==> config.mk <==
export PLATFORM = sky130hd
export DESIGN_NAME = tpc_timer
export DESIGN_NICKNAME = d
export VERILOG_FILES = /design/src/tpc_pkg.sv /design/src/tpc_fifo_if.sv /design/src/tpc_fifo.sv /design/src/tpc_timer.sv
export VERILOG_INCLUDE_DIRS = /design/src
export SDC_FILE = /design/constraint.sdc
export NUM_CORES = 1
export LEC_CHECK = 0
export ABC_AREA = 1
export BUFFER_PORTS_ARGS = -buffer_cell sky130_fd_sc_hd__buf_2
export CORE_MARGIN = 1.5
export CORE_UTILIZATION = 35
export DETAILED_ROUTE_END_ITERATION = 8
export MAX_ROUTING_LAYER = met4
export PLACE_DENSITY = 0.6
export SLEW_MARGIN = 40
export SYNTH_ARGS = -nofsm -noshare
export SYNTH_HDL_FRONTEND = slang
export SYNTH_SLANG_ARGS = --single-unit
export TNS_END_PERCENT = 1
==> constraint.sdc <==
create_clock -name mclk -period 3.33 [get_ports mclk]
set_input_delay 0.1665 -clock mclk [delete_from_list [all_inputs] [get_ports mclk]]
set_output_delay 0.1665 -clock mclk [all_outputs]
set_load 0.03 [all_outputs]
==> src/tpc_params.svh <==
// Register offsets, field positions and reset values of the timer, PWM and DMA block.
`ifndef TPC_PARAMS_SVH
`define TPC_PARAMS_SVH

`define TPC_OFS_MODE 8'h00
`define TPC_OFS_IRQ_EN 8'h04
`define TPC_OFS_IRQ_FLAG 8'h08
`define TPC_OFS_FIFO_LEVEL 8'h0C
`define TPC_OFS_COUNT 8'h10
`define TPC_OFS_END 8'h14
`define TPC_OFS_FIFO 8'h18
`define TPC_OFS_DMA_CTRL 8'h1C
`define TPC_OFS_DMA_NOW 8'h20
`define TPC_OFS_DMA_BEG 8'h24
`define TPC_OFS_DMA_END 8'h28

`define TPC_MODE_INPUT 0
`define TPC_MODE_CLEAR 1
`define TPC_MODE_RUN 2
`define TPC_MODE_DRIVE 3
`define TPC_MODE_POLAR 4
`define TPC_MODE_REP_LO 5
`define TPC_MODE_EDGECNT 7
`define TPC_MODE_PWM 8
`define TPC_MODE_EDGE_LO 9
`define TPC_MODE_WIDTH 11
`define TPC_MODE_RESET 11'h000

`define TPC_FLAG_CYC 0
`define TPC_FLAG_ACT 1
`define TPC_FLAG_HALF 2
`define TPC_FLAG_DMA 3
`define TPC_FLAG_OV 4
`define TPC_FLAG_WIDTH 5
`define TPC_FLAG_RESET 5'h00

`define TPC_DMA_ON 0
`define TPC_DMA_WRAP 2
`define TPC_DMA_CTRL_RESET 3'h0
`define TPC_ADDR_RESET 15'h0000
`define TPC_ADDR_STEP 15'h0004
`define TPC_FIFO_HALF 4

`endif

==> src/tpc_pkg.sv <==
// Types shared by the timer, PWM and DMA block.
package tpc_pkg;
  typedef enum {TPC_TIMING, TPC_PWM, TPC_COUNTING, TPC_CAPTURE} tpc_mode_e;
  typedef enum {TPC_DMA_IDLE, TPC_DMA_WAIT} tpc_dma_e;
endpackage

==> src/tpc_fifo_if.sv <==
// Signals between the timer core and its duty-value store.
`timescale 1ns/10ps
`default_nettype none
interface tpc_fifo_if #(parameter int WIDTH = 26, parameter int LW = 4);
  logic push;
  logic [WIDTH-1:0] push_data;
  logic pop;
  logic [WIDTH-1:0] pop_data;
  logic flush;
  logic [LW-1:0] level;
  logic full;
  logic empty;
  modport owner (output push, push_data, pop, flush, input pop_data, level, full, empty);
  modport store (input push, push_data, pop, flush, output pop_data, level, full, empty);
endinterface
`default_nettype wire

==> src/tpc_fifo.sv <==
// Duty-value store: a small first-in first-out memory with level count.
`timescale 1ns/10ps
`default_nettype none
module tpc_fifo #(
  parameter int WIDTH = 26,
  parameter int DEPTH = 8,
  parameter int LW = 4
) (
  input wire logic mclk,
  input wire logic resetn,
  tpc_fifo_if.store f
);
  localparam int AW = $clog2(DEPTH);
  logic [WIDTH-1:0] mem [DEPTH];
  logic [AW-1:0] wr_ptr;
  logic [AW-1:0] rd_ptr;
  logic [LW-1:0] level;
  logic do_push;
  logic do_pop;

  // A push into a full store or a pop from an empty one is ignored.
  assign do_push = f.push && (level != LW'(DEPTH));
  assign do_pop = f.pop && (level != '0);
  assign f.level = level;
  assign f.full = (level == LW'(DEPTH));
  assign f.empty = (level == '0);
  assign f.pop_data = mem[rd_ptr];

  // Pointers and level; flush empties the store at once.
  always_ff @(posedge mclk or negedge resetn) begin
    if (!resetn) begin
      wr_ptr <= '0;
      rd_ptr <= '0;
      level <= '0;
    end else if (f.flush) begin
      wr_ptr <= '0;
      rd_ptr <= '0;
      level <= '0;
    end else begin
      if (do_push) begin
        wr_ptr <= (wr_ptr == AW'(DEPTH - 1)) ? '0 : wr_ptr + 1'b1;
      end
      if (do_pop) begin
        rd_ptr <= (rd_ptr == AW'(DEPTH - 1)) ? '0 : rd_ptr + 1'b1;
      end
      if (do_push && !do_pop) begin
        level <= level + 1'b1;
      end else if (do_pop && !do_push) begin
        level <= level - 1'b1;
      end
    end
  end

  // Storage holds no reset so it can map onto plain memory.
  always_ff @(posedge mclk) begin
    if (do_push && !f.flush) begin
      mem[wr_ptr] <= f.push_data;
    end
  end
endmodule // tpc_fifo
`default_nettype wire

==> src/tpc_timer.sv <==
// Timer, edge counter and PWM unit with duty-value DMA, behind a Wishbone slave.
`include "tpc_params.svh"
`timescale 1ns/10ps
`default_nettype none
module tpc_timer
  import tpc_pkg::*;
#(
  parameter bit HAS_DMA = 1'b1,
  parameter int CNT_W = 26,
  parameter int FIFO_DEPTH = 8
) (
  input wire logic mclk,
  input wire logic resetn,
  input wire logic wb_cyc_i,
  input wire logic wb_stb_i,
  input wire logic wb_we_i,
  input wire logic [7:0] wb_adr_i,
  input wire logic [3:0] wb_sel_i,
  input wire logic [31:0] wb_dat_i,
  output logic [31:0] wb_dat_o,
  output logic wb_ack_o,
  input wire logic timer_in,
  output logic pwm_out,
  output logic pwm_oe,
  output logic irq,
  output logic dma_req,
  output logic [14:0] dma_addr,
  input wire logic [31:0] dma_rdata,
  input wire logic dma_ack
);
  localparam int LW = $clog2(FIFO_DEPTH) + 1;

  ////////////////////////////////////////////////////////////////////////////
  // Byte-lane merge used by every writable control register; flag clears and store pushes bypass it.
  function automatic logic [31:0] merge32(input logic [31:0] old,
                                          input logic [31:0] wdat,
                                          input logic [3:0] sel);
    logic [31:0] res;
    res = old;
    for (int i = 0; i < 4; i++) begin
      if (sel[i]) begin
        res[i*8 +: 8] = wdat[i*8 +: 8];
      end
    end
    return res;
  endfunction

  logic [`TPC_MODE_WIDTH-1:0] mode_ctrl;
  logic [`TPC_FLAG_WIDTH-1:0] irq_en;
  logic [`TPC_FLAG_WIDTH-1:0] flags;
  logic [CNT_W-1:0] count_end_value;
  logic [CNT_W-1:0] current_count;
  logic [2:0] dma_ctrl;
  logic [14:0] dma_start;
  logic [14:0] dma_end;
  logic [14:0] dma_ptr;
  logic [CNT_W-1:0] duty;
  logic duty_valid;
  logic [3:0] rep_cnt;
  logic in_prev;
  tpc_dma_e dma_state;
  tpc_mode_e mode;
  tpc_fifo_if #(.WIDTH(CNT_W), .LW(LW)) fq ();

  logic bus_req;
  logic wr_hit;
  logic [31:0] rd_mux;
  logic [31:0] wr_val;
  logic full_clear;
  logic count_run;
  logic step;
  logic wrap;
  logic [CNT_W:0] next_count;
  logic edge_hit;
  logic [3:0] rep_target;
  logic need_load;
  logic act_end;
  logic half_set;
  logic ov_set;
  logic dma_push;
  logic dma_done_set;
  logic [`TPC_FLAG_WIDTH-1:0] flag_w1c;
  logic ptr_reload;
  logic sw_push;
  logic [14:0] ptr_step;

  ////////////////////////////////////////////////////////////////////////////
  // Mode decode from the control bits.
  assign full_clear = mode_ctrl[`TPC_MODE_CLEAR];
  assign count_run = mode_ctrl[`TPC_MODE_RUN];
  always_comb begin
    if (mode_ctrl[`TPC_MODE_INPUT]) begin
      mode = mode_ctrl[`TPC_MODE_EDGECNT] ? TPC_COUNTING : TPC_CAPTURE;
    end else begin
      mode = mode_ctrl[`TPC_MODE_PWM] ? TPC_PWM : TPC_TIMING;
    end
  end

  // Pin edge detect; the pin is taken as synchronous to mclk.
  always_ff @(posedge mclk or negedge resetn) begin
    if (!resetn) begin
      in_prev <= 1'b0;
    end else begin
      in_prev <= timer_in;
    end
  end

  // Edge field: 01 any edge, 10 falling, 11 rising, 00 none.
  always_comb begin
    case (mode_ctrl[`TPC_MODE_EDGE_LO +: 2])
      2'h1: edge_hit = timer_in ^ in_prev;
      2'h2: edge_hit = in_prev & ~timer_in;
      2'h3: edge_hit = timer_in & ~in_prev;
      default: edge_hit = 1'b0;
    endcase
  end

  ////////////////////////////////////////////////////////////////////////////
  // Step source: clock in timing and PWM, selected edges in counting mode.
  // Capture is not built, so an input-mode timer without the count bit rests.
  assign step = count_run && !full_clear &&
                ((mode == TPC_TIMING) || (mode == TPC_PWM) ||
                 ((mode == TPC_COUNTING) && edge_hit));
  assign next_count = {1'b0, current_count} + 1'b1;
  // The count runs 0 to end-1, so a period spans exactly end clocks.
  assign wrap = step && (next_count >= {1'b0, count_end_value});

  // Current count: held at zero by all-clear and by any end-value write.
  always_ff @(posedge mclk or negedge resetn) begin
    if (!resetn) begin
      current_count <= '0;
    end else if (full_clear) begin
      current_count <= '0;
    end else if (wr_hit && (wb_adr_i == `TPC_OFS_END)) begin
      current_count <= '0;
    end else if (wrap) begin
      current_count <= '0;
    end else if (step) begin
      current_count <= next_count[CNT_W-1:0];
    end
  end

  ////////////////////////////////////////////////////////////////////////////
  // PWM duty handling and repetition.
  always_comb begin
    case (mode_ctrl[`TPC_MODE_REP_LO +: 2])
      2'h0: rep_target = 4'h0;
      2'h1: rep_target = 4'h3;
      2'h2: rep_target = 4'h7;
      default: rep_target = 4'hF;
    endcase
  end
  assign need_load = (mode == TPC_PWM) && !full_clear &&
                     (!duty_valid || (wrap && (rep_cnt == rep_target)));
  assign fq.pop = need_load && !fq.empty;
  assign act_end = (mode == TPC_PWM) && step && duty_valid &&
                   (next_count == {1'b0, duty});
  assign half_set = (mode == TPC_PWM) && fq.pop &&
                    ((fq.level - 1'b1) < LW'(`TPC_FIFO_HALF));
  // Running dry at a cycle boundary keeps the old duty and flags overflow.
  assign ov_set = need_load && duty_valid && fq.empty;

  always_ff @(posedge mclk or negedge resetn) begin
    if (!resetn) begin
      duty <= '0;
      duty_valid <= 1'b0;
      rep_cnt <= 4'h0;
    end else if (full_clear || (mode != TPC_PWM)) begin
      duty_valid <= 1'b0;
      rep_cnt <= 4'h0;
    end else if (fq.pop) begin
      duty <= fq.pop_data;
      duty_valid <= 1'b1;
      rep_cnt <= 4'h0;
    end else if (wrap && (rep_cnt != rep_target)) begin
      rep_cnt <= rep_cnt + 1'b1;
    end
  end

  // Pin: active level while count is below duty, one-clock resolution.
  // Active level is the inverse of the idle level set by the polarity bit.
  always_ff @(posedge mclk or negedge resetn) begin
    if (!resetn) begin
      pwm_out <= 1'b0;
      pwm_oe <= 1'b0;
    end else begin
      pwm_oe <= mode_ctrl[`TPC_MODE_DRIVE] && count_run;
      if ((mode == TPC_PWM) && count_run && !full_clear && duty_valid &&
          (current_count < duty)) begin
        pwm_out <= ~mode_ctrl[`TPC_MODE_POLAR];
      end else begin
        pwm_out <= mode_ctrl[`TPC_MODE_POLAR];
      end
    end
  end

  ////////////////////////////////////////////////////////////////////////////
  // Duty store, fed by DMA with priority over software writes.
  assign sw_push = wr_hit && (wb_adr_i == `TPC_OFS_FIFO);
  assign fq.push = dma_push || sw_push;
  assign fq.push_data = dma_push ? dma_rdata[CNT_W-1:0] : wb_dat_i[CNT_W-1:0];
  assign fq.flush = full_clear;

  tpc_fifo #(.WIDTH(CNT_W), .DEPTH(FIFO_DEPTH), .LW(LW)) u_fifo (
    .mclk(mclk),
    .resetn(resetn),
    .f(fq)
  );

  ////////////////////////////////////////////////////////////////////////////
  // DMA reader: one outstanding word at a time, held until acknowledged.
  assign dma_push = HAS_DMA && (dma_state == TPC_DMA_WAIT) && dma_ack;
  assign ptr_step = dma_ptr + `TPC_ADDR_STEP;
  assign dma_done_set = dma_push && (ptr_step == dma_end);

  always_ff @(posedge mclk or negedge resetn) begin
    if (!resetn) begin
      dma_state <= TPC_DMA_IDLE;
      dma_req <= 1'b0;
      dma_addr <= `TPC_ADDR_RESET;
      dma_ptr <= `TPC_ADDR_RESET;
    end else begin
      case (dma_state)
        TPC_DMA_IDLE: begin
          if (ptr_reload) begin
            // A write to the start register loads the new value, not the one it replaces.
            dma_ptr <= (wb_adr_i == `TPC_OFS_DMA_BEG) ? wr_val[14:0] : dma_start;
          end else if (HAS_DMA && dma_ctrl[`TPC_DMA_ON] && (mode == TPC_PWM) &&
                       !full_clear && !fq.full && (dma_ptr != dma_end)) begin
            dma_req <= 1'b1;
            dma_addr <= dma_ptr;
            dma_state <= TPC_DMA_WAIT;
          end
        end
        TPC_DMA_WAIT: begin
          // A started read cannot be abandoned; it completes first.
          if (dma_ack) begin
            dma_req <= 1'b0;
            dma_state <= TPC_DMA_IDLE;
            if (dma_done_set && dma_ctrl[`TPC_DMA_WRAP]) begin
              dma_ptr <= dma_start;
            end else begin
              dma_ptr <= ptr_step;
            end
          end
        end
        default: dma_state <= TPC_DMA_IDLE;
      endcase
    end
  end

  ////////////////////////////////////////////////////////////////////////////
  // Sticky flags: hardware set wins over a same-cycle write-one clear.
  assign flag_w1c = (wr_hit && (wb_adr_i == `TPC_OFS_IRQ_FLAG)) ?
                    (wb_dat_i[`TPC_FLAG_WIDTH-1:0] & {`TPC_FLAG_WIDTH{wb_sel_i[0]}}) : '0;

  always_ff @(posedge mclk or negedge resetn) begin
    if (!resetn) begin
      flags <= `TPC_FLAG_RESET;
    end else if (full_clear) begin
      flags <= `TPC_FLAG_RESET;
    end else begin
      flags[`TPC_FLAG_CYC] <= (flags[`TPC_FLAG_CYC] && !flag_w1c[`TPC_FLAG_CYC]) ||
                              (wrap && (mode != TPC_CAPTURE));
      flags[`TPC_FLAG_ACT] <= (flags[`TPC_FLAG_ACT] && !flag_w1c[`TPC_FLAG_ACT]) ||
                              act_end;
      flags[`TPC_FLAG_HALF] <= (flags[`TPC_FLAG_HALF] && !flag_w1c[`TPC_FLAG_HALF]) ||
                               half_set;
      flags[`TPC_FLAG_DMA] <= (flags[`TPC_FLAG_DMA] && !flag_w1c[`TPC_FLAG_DMA]) ||
                              dma_done_set;
      flags[`TPC_FLAG_OV] <= (flags[`TPC_FLAG_OV] && !flag_w1c[`TPC_FLAG_OV]) ||
                             ov_set;
    end
  end

  // This instance's own request line, one clock after its flag.
  always_ff @(posedge mclk or negedge resetn) begin
    if (!resetn) begin
      irq <= 1'b0;
    end else begin
      irq <= |(flags & irq_en);
    end
  end

  ////////////////////////////////////////////////////////////////////////////
  // Wishbone slave: answers every access one clock after the strobe.
  assign bus_req = wb_cyc_i && wb_stb_i && !wb_ack_o;
  assign wr_hit = bus_req && wb_we_i;
  assign ptr_reload = wr_hit && ((wb_adr_i == `TPC_OFS_DMA_BEG) ||
                      ((wb_adr_i == `TPC_OFS_DMA_CTRL) && wb_sel_i[0] &&
                       wb_dat_i[`TPC_DMA_ON] && !dma_ctrl[`TPC_DMA_ON]));

  // Read decode; unmapped offsets and the write-only store read zero.
  always_comb begin
    rd_mux = 32'h0000_0000;
    if (wb_adr_i == `TPC_OFS_MODE) begin
      rd_mux[`TPC_MODE_WIDTH-1:0] = mode_ctrl;
    end else if (wb_adr_i == `TPC_OFS_IRQ_EN) begin
      rd_mux[`TPC_FLAG_WIDTH-1:0] = irq_en;
    end else if (wb_adr_i == `TPC_OFS_IRQ_FLAG) begin
      rd_mux[`TPC_FLAG_WIDTH-1:0] = flags;
    end else if (wb_adr_i == `TPC_OFS_FIFO_LEVEL) begin
      rd_mux[LW-1:0] = fq.level;
    end else if (wb_adr_i == `TPC_OFS_COUNT) begin
      rd_mux[CNT_W-1:0] = current_count;
    end else if (wb_adr_i == `TPC_OFS_END) begin
      rd_mux[CNT_W-1:0] = count_end_value;
    end else if (HAS_DMA && (wb_adr_i == `TPC_OFS_DMA_CTRL)) begin
      rd_mux[2:0] = dma_ctrl;
    end else if (HAS_DMA && (wb_adr_i == `TPC_OFS_DMA_NOW)) begin
      rd_mux[15:0] = {1'b0, dma_ptr};
    end else if (HAS_DMA && (wb_adr_i == `TPC_OFS_DMA_BEG)) begin
      rd_mux[15:0] = {1'b0, dma_start};
    end else if (HAS_DMA && (wb_adr_i == `TPC_OFS_DMA_END)) begin
      rd_mux[15:0] = {1'b0, dma_end};
    end
  end

  // Merged write value for the addressed register.
  assign wr_val = merge32(rd_mux, wb_dat_i, wb_sel_i);

  always_ff @(posedge mclk or negedge resetn) begin
    if (!resetn) begin
      wb_ack_o <= 1'b0;
      wb_dat_o <= 32'h0000_0000;
    end else begin
      wb_ack_o <= bus_req;
      wb_dat_o <= bus_req ? rd_mux : 32'h0000_0000;
    end
  end

  // Writable control registers.
  always_ff @(posedge mclk or negedge resetn) begin
    if (!resetn) begin
      mode_ctrl <= `TPC_MODE_RESET;
      irq_en <= `TPC_FLAG_RESET;
      count_end_value <= '0;
      dma_ctrl <= `TPC_DMA_CTRL_RESET;
      dma_start <= `TPC_ADDR_RESET;
      dma_end <= `TPC_ADDR_RESET;
    end else if (wr_hit) begin
      if (wb_adr_i == `TPC_OFS_MODE) begin
        mode_ctrl <= wr_val[`TPC_MODE_WIDTH-1:0];
      end else if (wb_adr_i == `TPC_OFS_IRQ_EN) begin
        irq_en <= wr_val[`TPC_FLAG_WIDTH-1:0];
      end else if (wb_adr_i == `TPC_OFS_END) begin
        count_end_value <= wr_val[CNT_W-1:0];
      end else if (HAS_DMA && (wb_adr_i == `TPC_OFS_DMA_CTRL)) begin
        dma_ctrl <= wr_val[2:0] & 3'h5;
      end else if (HAS_DMA && (wb_adr_i == `TPC_OFS_DMA_BEG)) begin
        dma_start <= wr_val[14:0];
      end else if (HAS_DMA && (wb_adr_i == `TPC_OFS_DMA_END)) begin
        dma_end <= wr_val[14:0];
      end
    end
  end
endmodule // tpc_timer
`default_nettype wire

# Yosys cells after proc, flatten, opt, wreduce, memory -nomap -nowiden
# Memories as Yosys holds them, arrays and structs flattened. A register that Yosys moved wholly into a read port is not among the register bits.
# Cells that the tools add are included.
# Widths: inputs -> output; s select.
# classes
add_sub_neg	7
n_lt_le_gt_ge	3
n_eq_ne	34
mux	70
bitwise	15
reduce_logical	99
# ops
cell	n
$mux 26	7
$mux 16	10
$mux 32	3
$mux 15	6
$logic_not 32->1	2
$pmux 32 s2	1
$logic_and 1x1->1	49
$mux 21	2
$eq 32x1->1 const B	1
$eq 32x2->1 const B	1
$eq 8x5->1 const B	4
$pmux 15 s2	1
$mux 4	7
$add 26x1->27 const B	1
$eq 27x26->1	1
$ge 27x26->1	1
$lt 26x26->1	1
$eq 8x6->1 const B	3
$mux 8	3
$mux 22	1
$mux 3	7
$mux 5	4
$eq 8x4->1 const B	2
$add 15x3->15 const B	1
other kinds (42)	109
# word_totals
reg_bits	214
mem_bits_rw	208
out_inout_bits	52
word_cells	252
n_memories	1
# mem_list
name	words	word_bits	rd	rd_clocked_by_memory_dff	wr	line	rtl
u_fifo.mem	8	26	1	1	1	tpc_fifo.sv:14	logic [WIDTH-1:0] mem [DEPTH];

# Longest topological paths before layout
# Gate-level depths: netlist (run 1).
# depth
word_depth	22
depth_mapped	29
mapped_depth_nobuf	29

# Hierarchy
# Synthesis (run 1) repeated with hierarchy kept, for this count alone.
# hier_totals
hier_cells	2460
area_unflattened_um2	21713.3
# by_module_without_submodules
mod	instances	cells_per_inst	area_each_um2	seq_area_each_um2
tpc_timer	1	1779	12953.7	4954.8
tpc_fifo	1	681	8759.7	6496.2

# Least setup slack after synthesis (run 1)
# OpenSTA, ideal clock, no wires.
# synth_timing
kind	register to register
start	register wb_ack_o
end	memory u_fifo.mem[0][0], enable pin
setup_ps	409
arrival_ps	2748
required_ps	2921
path_slack_ps	173
stages_incl_launch_ff	10
synth_period_minus_slack_ps	3157
cell_sequence	dfrtp_1 -> nor2_1 -> nand2_1 -> inv_1 -> nand2_1 -> a21oi_1 -> inv_1 -> nor2_1 -> nand2_1 -> nor2_1
# synth_via
elab_chain_len	9
# synth_rtl
item	line	rtl
start, declared	tpc_timer.sv:21	output logic wb_ack_o,
start signal, assigned	tpc_timer.sv:327	wb_ack_o <= bus_req;
$logic_not 1->1	tpc_timer.sv:287	assign bus_req = wb_cyc_i && wb_stb_i && !wb_ack_o;
$logic_and 1x1->1	tpc_timer.sv:287	
net bus_req	tpc_timer.sv:65	logic bus_req;
$logic_and 1x1->1	tpc_timer.sv:288	assign wr_hit = bus_req && wb_we_i;
$logic_and 1x1->1	tpc_timer.sv:199	assign sw_push = wr_hit && (wb_adr_i == `TPC_OFS_FIFO);
$logic_or 1x1->1	tpc_timer.sv:200	assign fq.push = dma_push || sw_push;
$logic_and 1x1->1	tpc_fifo.sv:22	assign do_push = f.push && (level != LW'(DEPTH));
$logic_and 1x1->1	tpc_fifo.sv:56	if (do_push && !f.flush) begin
$mux 1	tpc_fifo.sv:56	
$mux 1 (not written as such)	tpc_fifo.sv:57	mem[wr_ptr] <= f.push_data;
end, declared	tpc_fifo.sv:14	
# The timed path passes the listed nets, and every way through them passes these cells.

# Worst setup path after layout (run 1)
# layout_timing
start	register current_count[8]
end	register u_fifo.level[2], in the netlist u_fifo.f.level[2]
# layout_via
elab_chain_len	12
# layout_rtl
item	line	rtl
start, declared	tpc_timer.sv:52	logic [CNT_W-1:0] current_count;
start signal, assigned	tpc_timer.sv:139	current_count <= next_count[CNT_W-1:0];
$add 26x1->27 (*)	tpc_timer.sv:124	assign next_count = {1'b0, current_count} + 1'b1;
$ge 27x26->1 (*)	tpc_timer.sv:126	assign wrap = step && (next_count >= {1'b0, count_end_value});
$logic_and 1x1->1 (*)	tpc_timer.sv:126	
$logic_and 1x1->1 (*)	tpc_timer.sv:154	(!duty_valid || (wrap && (rep_cnt == rep_target)));
$logic_or 1x1->1 (*)	tpc_timer.sv:154	
$logic_and 1x1->1 (*)	tpc_timer.sv:153	assign need_load = (mode == TPC_PWM) && !full_clear &&
$logic_and 1x1->1 (*)	tpc_timer.sv:155	assign fq.pop = need_load && !fq.empty;
$logic_and 1x1->1 (*)	tpc_fifo.sv:23	assign do_pop = f.pop && (level != '0);
$logic_not 1->1	tpc_fifo.sv:46	if (do_push && !do_pop) begin
$logic_and 1x1->1	tpc_fifo.sv:46	
$mux 4	tpc_fifo.sv:46	
$mux 4	tpc_fifo.sv:35	end else if (f.flush) begin
end signal, assigned	tpc_fifo.sv:47	level <= level + 1'b1;
end signal, assigned	tpc_fifo.sv:49	level <= level - 1'b1;
end, declared	tpc_fifo.sv:17	logic [LW-1:0] level;
# Every way passes the cells marked *; elsewhere a longest branch is shown, timed or not.
# A chain may end at the register's enable or synchronous reset.

==> flow_metrics.tcl, run 1 <==
set metrics [dict create \
    viasPerCell 5.16 \
    diodes 0 \
    avgSynthCellArea_um2 9.17 \
    wl_mm 63.3 \
    hold_class "input port to flop" \
    htreeDepth 2 \
    syn-cell-area_mm2 0.0209 \
    synth_seq_cells 416 \
    grt_pass1_wl_mm 97.6 \
    cts_sinks 416 \
    antenna_found_initial 0 \
    drc 0 \
    synth-main-ff-cell "edfxtp_1" \
    worst_slack_ns -0.0145 \
    fin_crit_ns 3.34 \
    ys_seq_area_frac 0.549 \
    crit_slowest_cell "dfrtp_1" \
    design.core.area_mm2 0.0590 \
    hold_violations 0 \
    grt_max_degree 102 \
    die_area_mm2 0.0611 \
    fmax_mhz 299 \
    violations "setup timing" \
    drtIter0Drc 1446 \
    synth_edf_count 208 \
    finalPower_uw 11600 \
    yosysTopAreaCell "edfxtp_1" \
    clk_pin_slew_ns 0.06 \
    synthTopCellsByArea "edfxtp_1 30%, dfrtp_1 25%, nand2_1 7.8%" \
    syn_inst 2276 \
    final_cell_count_no_fill 3386 \
    grt-ovfl-total 0 \
    fp.dieH_um 247 \
    dp.cells 3237 \
    relSlewSlack 0.432 \
    pin_count 135 \
    r2r-start "current_count[8]$_DFFE_PN0P_" \
    met3_usage 0.0272 \
    worstMarginPinSlew_ns 0.845 \
    setup_violations 3 \
    arrival_ns 3.89 \
    critPathRequiredTime_ns 3.87 \
    ys_top_cells_by_count "432 x nand2_1, 251 x o21ai_0, 246 x nor2_1" \
    p_sw_uw 2660 \
    synth.most_common_cell "nand2_1" \
    place_ws_ns -0.268 \
    top_usage_layer "met2" \
    met1_usage 0.277 \
    clockPowerShare 0.468 \
    cap_violations 0 \
    comb_power_share 0.052 \
    maxSlewViolCount 0 \
    path_max_fanout 5 \
    ir_drop_v 0.000337 \
    dp.final_hpwl_mm 44.5 \
    status "complete, but fails checks" \
    start_util 0.354 \
    clock_path_buffers 3 \
    port_buffers 116 \
    hold_path.startpoint "wb_dat_i[11]" \
    num-fill-cells 5620 \
    switching_share 0.230 \
    ant_nets 0 \
    wire_per_inst_um 18.7 \
    fp-row-count 89 \
    first_pass_iters 6 \
    skew_ns 0.0368 \
    root_buffer "clkbuf_16" \
    gp_congestion 0.996 \
    nets 2722 \
    insertion_delay_ns 0.61 \
    cts_tree "yes" \
    crit_start "current_count[8]$_DFFE_PN0P_" \
    power_leakage_uw 0.0112 \
    finalCritPeriodShare 1.00 \
    die_w_um 247 \
    synth_cell_types 49 \
    ys_warn_count 0 \
    max_stage_delay_ns 0.42 \
    p_per_area_mw_per_mm2 446 \
    grt_pass1_vias 16900 \
    fin_setup_tns_ns -0.0283 \
    vias 17500 \
    drive_gt1_frac 0.192 \
    crit_type "flop to flop" \
    synthArstFlopShare 0.500 \
    setup.worst_path.end_class "flop" \
    use_met2 0.350 \
    netlist.area_leader.share 0.299 \
    crit_path_start_kind "flop" \
    rsz0062_at_grt "yes" \
    p_seq_frac 0.480 \
    cts_buffers 47 \
    power.internal_uw 8920 \
    syn_to_final_growth_pct 24.3 \
    grt.total_usage 0.214 \
]
## kinds of logic after synthesis
group                    Yosys count  synth area share
other                              1          0.000180
AO/OA/AOI/OAI                    504             0.138
XOR/XNOR                          66            0.0277
AND/OR/NAND/NOR                  861             0.172
adder cells (fa/ha/maj)           63            0.0378
flip-flops                       416             0.549
buffers and inverters            345            0.0651
multiplexers                      20            0.0108
## per-stage QoR
step	utilization	hold WS [ns]	area [µm²]
final	0.440	0.0267	26000
after global routing	0.440	0.0260	26000
after CTS	0.434	0.00121	25600
after detailed placement	0.398	0.286	23500
after global placement	0.398	0.286	23500
after floorplan	-	-0.129	20900
## metal layers
layer	up-vias	wire length [µm]
li1	8359	-
met1	8504	28200
met2	510	30300
met3	107	3240
met4	0	1480
met5	-	0
## cell type report
cell class | instances | area, µm² | area share
timing repair buffer | 344 | 2590 | 0.0997
sequential | 416 | 11500 | 0.441
inverter | 247 | 933 | 0.0360
clock buffer | 62 | 1300 | 0.0502
clock inverter | 24 | 313 | 0.0121
multi-input combinational | 1520 | 8400 | 0.324
tap | 773 | 967 | 0.0373
## repair_timing
item                                    4_1_cts  5_1_grt
endpoints found under the hold margin       199        0
setup buffers                                17       13
gates resized for setup                      21       57
endpoints found under the setup margin       47       86
pin swaps                                    12       29
hold buffers                                 32        0
## power by group through the flow
stage / combinational (µW) / clock (µW) / sequential [µW]
floorplan: 332 / 0 / 5630
global placement: 550 / 0 / 5650
detailed placement: 561 / 0 / 5660
CTS: 593 / 5540 / 5560
global route: 679 / 5760 / 5570
finish: 601 / 5420 / 5560
## critical path, delay by kind of cell, from the launching register on
family	cells	cell delay [ns]
flip-flops	1	0.42
adder cells (fa/ha/maj)	1	0.26
buffers and inverters	3	0.30
AND/OR/NAND/NOR	24	2.27
## placed cells by master (no fill, tap or decap), types with 24 or more instances in the layout
cell type,count
dlygate4sd3_1,32
o22ai_1,65
o21ai_0,243
xor2_1,53
edfxtp_1,208
a21oi_1,72
buf_2,115
dfrtp_1,206
o221ai_1,31
buf_4,176
nor2_1,231
nand2_1,416
inv_1,235
o21ai_1,24
o211ai_1,38
clkbuf_16,47
ha_1,59
nand3_1,92
## flip-flops by register name, summed over array words and instances, names as in the netlist, 4 cells and up
register and count:
rep_cnt 4, mode_ctrl 11, dma_start 15, dma_addr 15, irq_en 5, u_fifo.mem 208, current_count 26, wb_dat_o 26
count_end_value 26, dma_ptr 15, dma_end 15, duty 26, u_fifo.f.level 4, flags 5
## worst paths after layout
check	endpoint	slack, ns	cells after the start
setup / recovery	u_fifo.f.level[2]$_DFFE_PN0P_	-0.01	28
hold / removal	u_fifo.mem[4][11]$_DFFE_PP_	0.03	2
setup reg to reg	u_fifo.f.level[2]$_DFFE_PN0P_	-0.01	28
hold reg to reg	dma_addr[9]$_DFFE_PN0P_	0.48	2
max in group asynchronous	current_count[16]$_DFFE_PN0P_	2.21	4
min in group asynchronous	dma_end[1]$_DFFE_PN0P_	0.09	2
No activity file was read; power rests on OpenSTA's default activity.
==> run 2: changes to the inputs <==
--- a/config.mk
+++ b/config.mk
@@ -8,6 +8,7 @@
 export LEC_CHECK = 0
 export ABC_AREA = 1
 export BUFFER_PORTS_ARGS = -buffer_cell sky130_fd_sc_hd__buf_2
+export CORE_ASPECT_RATIO = 0.9
 export CORE_MARGIN = 1.5
 export CORE_UTILIZATION = 35
 export DETAILED_ROUTE_END_ITERATION = 8
==> flow_metrics.tcl, run 2 (synthesis results as in run 1) <==
set metrics [dict create \
    fin_crit_ns 3.35 \
    viasPerCell 5.25 \
    utilization 0.449 \
    design.core.area_mm2 0.0586 \
    timing.critical_path.buf_inv 13 \
    p_per_area_mw_per_mm2 431 \
    layout_common_cells "405 x nand2_1, 231 x inv_1, 229 x o21ai_0" \
    antenna_found_initial 3 \
    start_util 0.356 \
    maxSlewViolCount 0 \
    power_leakage_uw 0.0112 \
    pin_count 135 \
    setup.worst_path.end_class "flop" \
    port_buffers 116 \
    top_usage_layer "met2" \
    setup_violations 1 \
    final_common_cell "nand2_1" \
    crit_slowest_cell "dfrtp_2" \
    use_met2 0.341 \
    max_stage_delay_ns 0.40 \
    arrival_ns 3.80 \
    grt.total_usage 0.228 \
    crit_type "flop to flop" \
    critPathRequiredTime_ns 3.78 \
    num-fill-cells 5573 \
    insertion_delay_ns 0.61 \
    fp.dieH_um 235 \
    crit_path_frequent_cell "buf_4" \
    final_cell_count_no_fill 3395 \
    ir_drop_v 0.000358 \
    fmax_mhz 298 \
    met1_usage 0.314 \
    violations "setup timing" \
    critPathTopFamily "buffers and inverters" \
    gp_congestion 0.983 \
    r2r-end "flags[1]$_DFF_PN0_" \
    cts_buffers 46 \
    cts_sinks 416 \
    nets 2729 \
    finalPower_uw 11300 \
    first_pass_iters 6 \
    grt_max_degree 83 \
    fin_setup_tns_ns -0.0244 \
    finalCritPeriodShare 1.01 \
    vias 17800 \
    dp.cells 3225 \
    wire_per_inst_um 20.3 \
    cts_tree "yes" \
    crit_path_start_kind "flop" \
    rr_worst_depth 25 \
    root_buffer "clkbuf_16" \
    htreeDepth 2 \
    rsz0062_at_grt "yes" \
    syn_to_final_growth_pct 26.0 \
    drive_gt1_frac 0.209 \
    die_w_um 260 \
    grt-ovfl-total 0 \
    r2r-start "current_count[4]$_DFFE_PN0P_" \
    dp.final_hpwl_mm 48.2 \
    relSlewSlack 0.436 \
    grt_pass1_vias 17300 \
    worst_slack_ns -0.0244 \
    regToRegSetupSlack_ns -0.02 \
    largest_reg_flops 208 \
    status "complete, but fails checks" \
    max_flop_register "u_fifo.mem" \
    grt_pass1_wl_mm 103 \
    skew_ns 0.0385 \
    die_area_mm2 0.0611 \
    met3_usage 0.0422 \
    clock_path_buffers 3 \
    fp-row-count 84 \
    wl_mm 68.8 \
    drtIter0Drc 1633 \
    ant_nets 0 \
    hold_violations 0 \
    cap_violations 0 \
    path_max_fanout 4 \
    drc 0 \
    clk_pin_slew_ns 0.06 \
    hold_class "input port to asynchronous set/reset pin" \
    worstMarginPinSlew_ns 0.838 \
]
[run 2: area by class of cell]
cell class                      instances  area (µm²)  area share
Inverter                              247         935      0.0355
Antenna cell                            2        5.00    0.000190
Tap cell                              774         968      0.0368
Clock buffer                           60        1280      0.0488
Multi-Input combinational cell       1520        8670       0.330
Sequential cell                       416       11500       0.436
Timing Repair Buffer                  352        2750       0.104
Clock inverter                         24         239     0.00908
[run 2: timing repair]
item	CTS	global route
cloned	5	0
buffers inserted	33	15
gates resized for setup	56	95
pin swaps	22	45
hold endpoints to repair	154	0
setup endpoints to repair	64	277
hold buffers	30	0
[run 2: routing by layer]
metal  wire length (µm)  vias up  share of wire
li1                   -     8386              -
met1              30800     8747           0.45
met2              31200      592           0.45
met3               4910      113          0.071
met4               1890        0          0.027
met5                  0        -              0
[run 2: worst max-delay path by stage]
stage / to / slack, ns / cells past startpoint / start
finish: flags[1]$_DFF_PN0_ / -0.02 / 25 / current_count[4]$_DFFE_PN0P_
global route: flags[1]$_DFF_PN0_ / -0.14 / 25 / current_count[4]$_DFFE_PN0P_
CTS: current_count[8]$_DFFE_PN0P_ / -0.03 / 20 / current_count[2]$_DFFE_PN0P_
detailed placement: duty[3]$_DFFE_PN0P_ / -0.22 / 25 / current_count[8]$_DFFE_PN0P_
global placement: u_fifo.rd_ptr[0]$_DFFE_PN0P_ / -0.14 / 25 / current_count[4]$_DFFE_PN0P_
floorplan: u_fifo.mem[0][0]$_DFFE_PP_ / 0.17 / 9 / wb_ack_o$_DFF_PN0_
[run 2: report_power, final]
part	internal, µW	switching (µW)	leakage [µW]	total (µW)
registers	5480	79.1	0.00446	5560
clock network	2970	2200	0.000738	5160
logic	203	408	0.00602	612
[run 2: through the flow]
stage	hold WS (ns)	area [µm²]	setup WS [ns]
after floorplan	-0.129	20900	0.173
after global placement	0.234	23400	-0.135
after detailed placement	0.213	23400	-0.223
after CTS	0.0000696	25700	-0.0342
after global routing	0.0195	26300	-0.143
final	0.00175	26300	-0.0244
==> run 3: changes to the inputs <==
--- a/config.mk
+++ b/config.mk
@@ -10,10 +10,10 @@
 export BUFFER_PORTS_ARGS = -buffer_cell sky130_fd_sc_hd__buf_2
 export CORE_ASPECT_RATIO = 0.9
 export CORE_MARGIN = 1.5
-export CORE_UTILIZATION = 35
+export CORE_UTILIZATION = 55
 export DETAILED_ROUTE_END_ITERATION = 8
 export MAX_ROUTING_LAYER = met4
-export PLACE_DENSITY = 0.6
+export PLACE_DENSITY = 0.83
 export SLEW_MARGIN = 40
 export SYNTH_ARGS = -nofsm -noshare
 export SYNTH_HDL_FRONTEND = slang
==> flow_metrics.tcl, run 3 (synthesis results as in run 1) <==
set metrics [dict create \
    status "complete, but fails checks" \
    violations "setup timing" \
    crit_type "flop to flop" \
    grt_pass1_vias 17900 \
    cts_sinks 416 \
    cts_buffers 42 \
    gp_congestion 1.03 \
    fp.dieH_um 188 \
    p_seq_frac 0.500 \
    dp.cells 2938 \
    power.internal_uw 8570 \
    nets 2704 \
    design.core.area_mm2 0.0373 \
    cts_tree "yes" \
    viasPerCell 6.08 \
    port_buffers 116 \
    die_area_mm2 0.0391 \
    maxSlewViolCount 0 \
    largest_reg_flops 208 \
    cap_violations 0 \
    p_sw_uw 2550 \
    relSlewSlack 0.354 \
    critPathRequiredTime_ns 3.79 \
    drtIter0Drc 2468 \
    first_pass_iters 6 \
    final_cell_count_no_fill 3076 \
    clk_pin_slew_ns 0.07 \
    worstMarginPinSlew_ns 0.960 \
    wl_mm 65.4 \
    ir_drop_v 0.000475 \
    regToRegSetupSlack_ns -0.18 \
    ant_nets 0 \
    fin_setup_tns_ns -7.08 \
    layout_common_cells "411 x nand2_1, 229 x inv_1, 225 x nor2_1, 225 x o21ai_0, 208 x edfxtp_1" \
    rr_worst_depth 25 \
    comb_power_share 0.053 \
    setup_violations 64 \
    grt.total_usage 0.335 \
    switching_share 0.229 \
    rsz0062_at_grt "yes" \
    r2r-end "current_count[6]$_DFFE_PN0P_" \
    root_buffer "clkbuf_16" \
    vias 18700 \
    worst_slack_ns -0.183 \
    wire_per_inst_um 21.3 \
    power_leakage_uw 0.0111 \
    hold_depth 3 \
    finalCritPeriodShare 1.06 \
    grt-ovfl-total 0 \
    grt_pass1_wl_mm 98.8 \
    fmax_mhz 285 \
    drc 0 \
    fp-row-count 67 \
    dp.final_hpwl_mm 44.4 \
    grt_max_degree 106 \
    r2r-start "current_count[2]$_DFFE_PN0P_" \
    start_util 0.560 \
    antenna_found_initial 2 \
    setup.worst_path.end_class "flop" \
    arrival_ns 3.98 \
    clockPowerShare 0.447 \
    htreeDepth 2 \
    final_common_cell "nand2_1" \
    clock_path_buffers 3 \
    p_per_area_mw_per_mm2 436 \
    hold-path-endpoint "count_end_value[17]$_DFFE_PN0P_" \
    drive_gt1_frac 0.201 \
    max_flop_register "u_fifo.mem" \
    hold_class "input port to flop" \
    hold_violations 0 \
    hold_path.startpoint "wb_sel_i[2]" \
    fin_crit_ns 3.51 \
    path_max_fanout 26 \
    insertion_delay_ns 0.56 \
    skew_ns 0.0188 \
    pin_count 135 \
    syn_to_final_growth_pct 22.3 \
    crit_path_start_kind "flop" \
    die_w_um 208 \
]
run 3: stage by stage:
stage	util	hold WS (ns)	total power (µW)	worst slack [ns]	cell area, µm²
floorplan	-	-0.129	5970	0.173	20900
finish	0.684	0.0162	11100	-0.183	25500
global route	0.684	0.0242	11400	-0.282	25500
global placement	0.617	0.185	6190	-0.120	23000
detailed placement	0.617	0.182	6210	-0.323	23000
CTS	0.670	0.00856	11100	-0.0331	25000
run 3: worst max-delay path: stages, from the launching register on:
cell and delay, ns:
dfrtp_1 0.44, inv_2 0.09, nor3_4 0.24, nand2_2 0.13
buf_4 0.15, buf_4 0.13, nand2_1 0.07, nand2_1 0.07
inv_1 0.07, ha_1 0.24, nand2_1 0.12, inv_1 0.07
nand2_1 0.06, nand2_1 0.06, nand2_1 0.09, nand3_2 0.10
nand2_1 0.07, nand2_1 0.05, nand2_1 0.05, nand2_1 0.05
nand2_2 0.09, nand2_4 0.10, buf_6 0.14, or3_1 0.35
buf_12 0.20, o22ai_2 0.16
run 3: worst max path at each step:
stage,from,to,slack [ns],cells past startpoint
after floorplan,wb_ack_o$_DFF_PN0_,u_fifo.mem[0][0]$_DFFE_PP_,0.17,9
after global placement,current_count[10]$_DFFE_PN0P_,u_fifo.f.level[2]$_DFFE_PN0P_,-0.12,25
after detailed placement,current_count[8]$_DFFE_PN0P_,u_fifo.f.level[0]$_DFFE_PN0P_,-0.32,25
after CTS,current_count[1]$_DFFE_PN0P_,current_count[4]$_DFFE_PN0P_,-0.03,22
after global routing,current_count[2]$_DFFE_PN0P_,u_fifo.f.level[1]$_DFFE_PN0P_,-0.28,25
final,current_count[2]$_DFFE_PN0P_,current_count[6]$_DFFE_PN0P_,-0.18,25
run 3: area by class of cell:
type	count	area (µm²)
well taps	483	604
repair buffers	331	2490
clock inverters	24	304
inverters	247	940
flip-flops and latches	416	11500
multi-input cells	1520	8590
fillers	2634	11800
clock buffers	54	1140
diodes	1	2.50
run 3: per-layer routing:
layer	track usage	up-vias	part of all wire
met4	0.115	0	0.039
met5	-	-	0
met3	0.0576	216	0.11
met2	0.507	1234	0.45
met1	0.458	8926	0.39
li1	-	8320	-
run 3: repair_timing:
| action | in CTS | in global routing |
|---|---|---|
| buffers inserted | 22 | 15 |
| gates cloned | 1 | 2 |
| setup endpoints to repair | 66 | 212 |
| hold buffers | 19 | 0 |
| pin swaps | 13 | 30 |
| endpoints found under the hold margin | 85 | 0 |
| gates resized for setup | 40 | 97 |
run 3: power groups by stage:
| stage | clock network (µW) | registers, µW | logic (µW) |
|---|---|---|---|
| 6_report | 4980 | 5560 | 593 |
| 2_1_floorplan | 0 | 5630 | 332 |
| 5_1_grt | 5170 | 5570 | 656 |
| 3_3_place_gp | 0 | 5660 | 535 |
| 4_1_cts | 4990 | 5560 | 576 |
| 3_5_place_dp | 0 | 5660 | 553 |
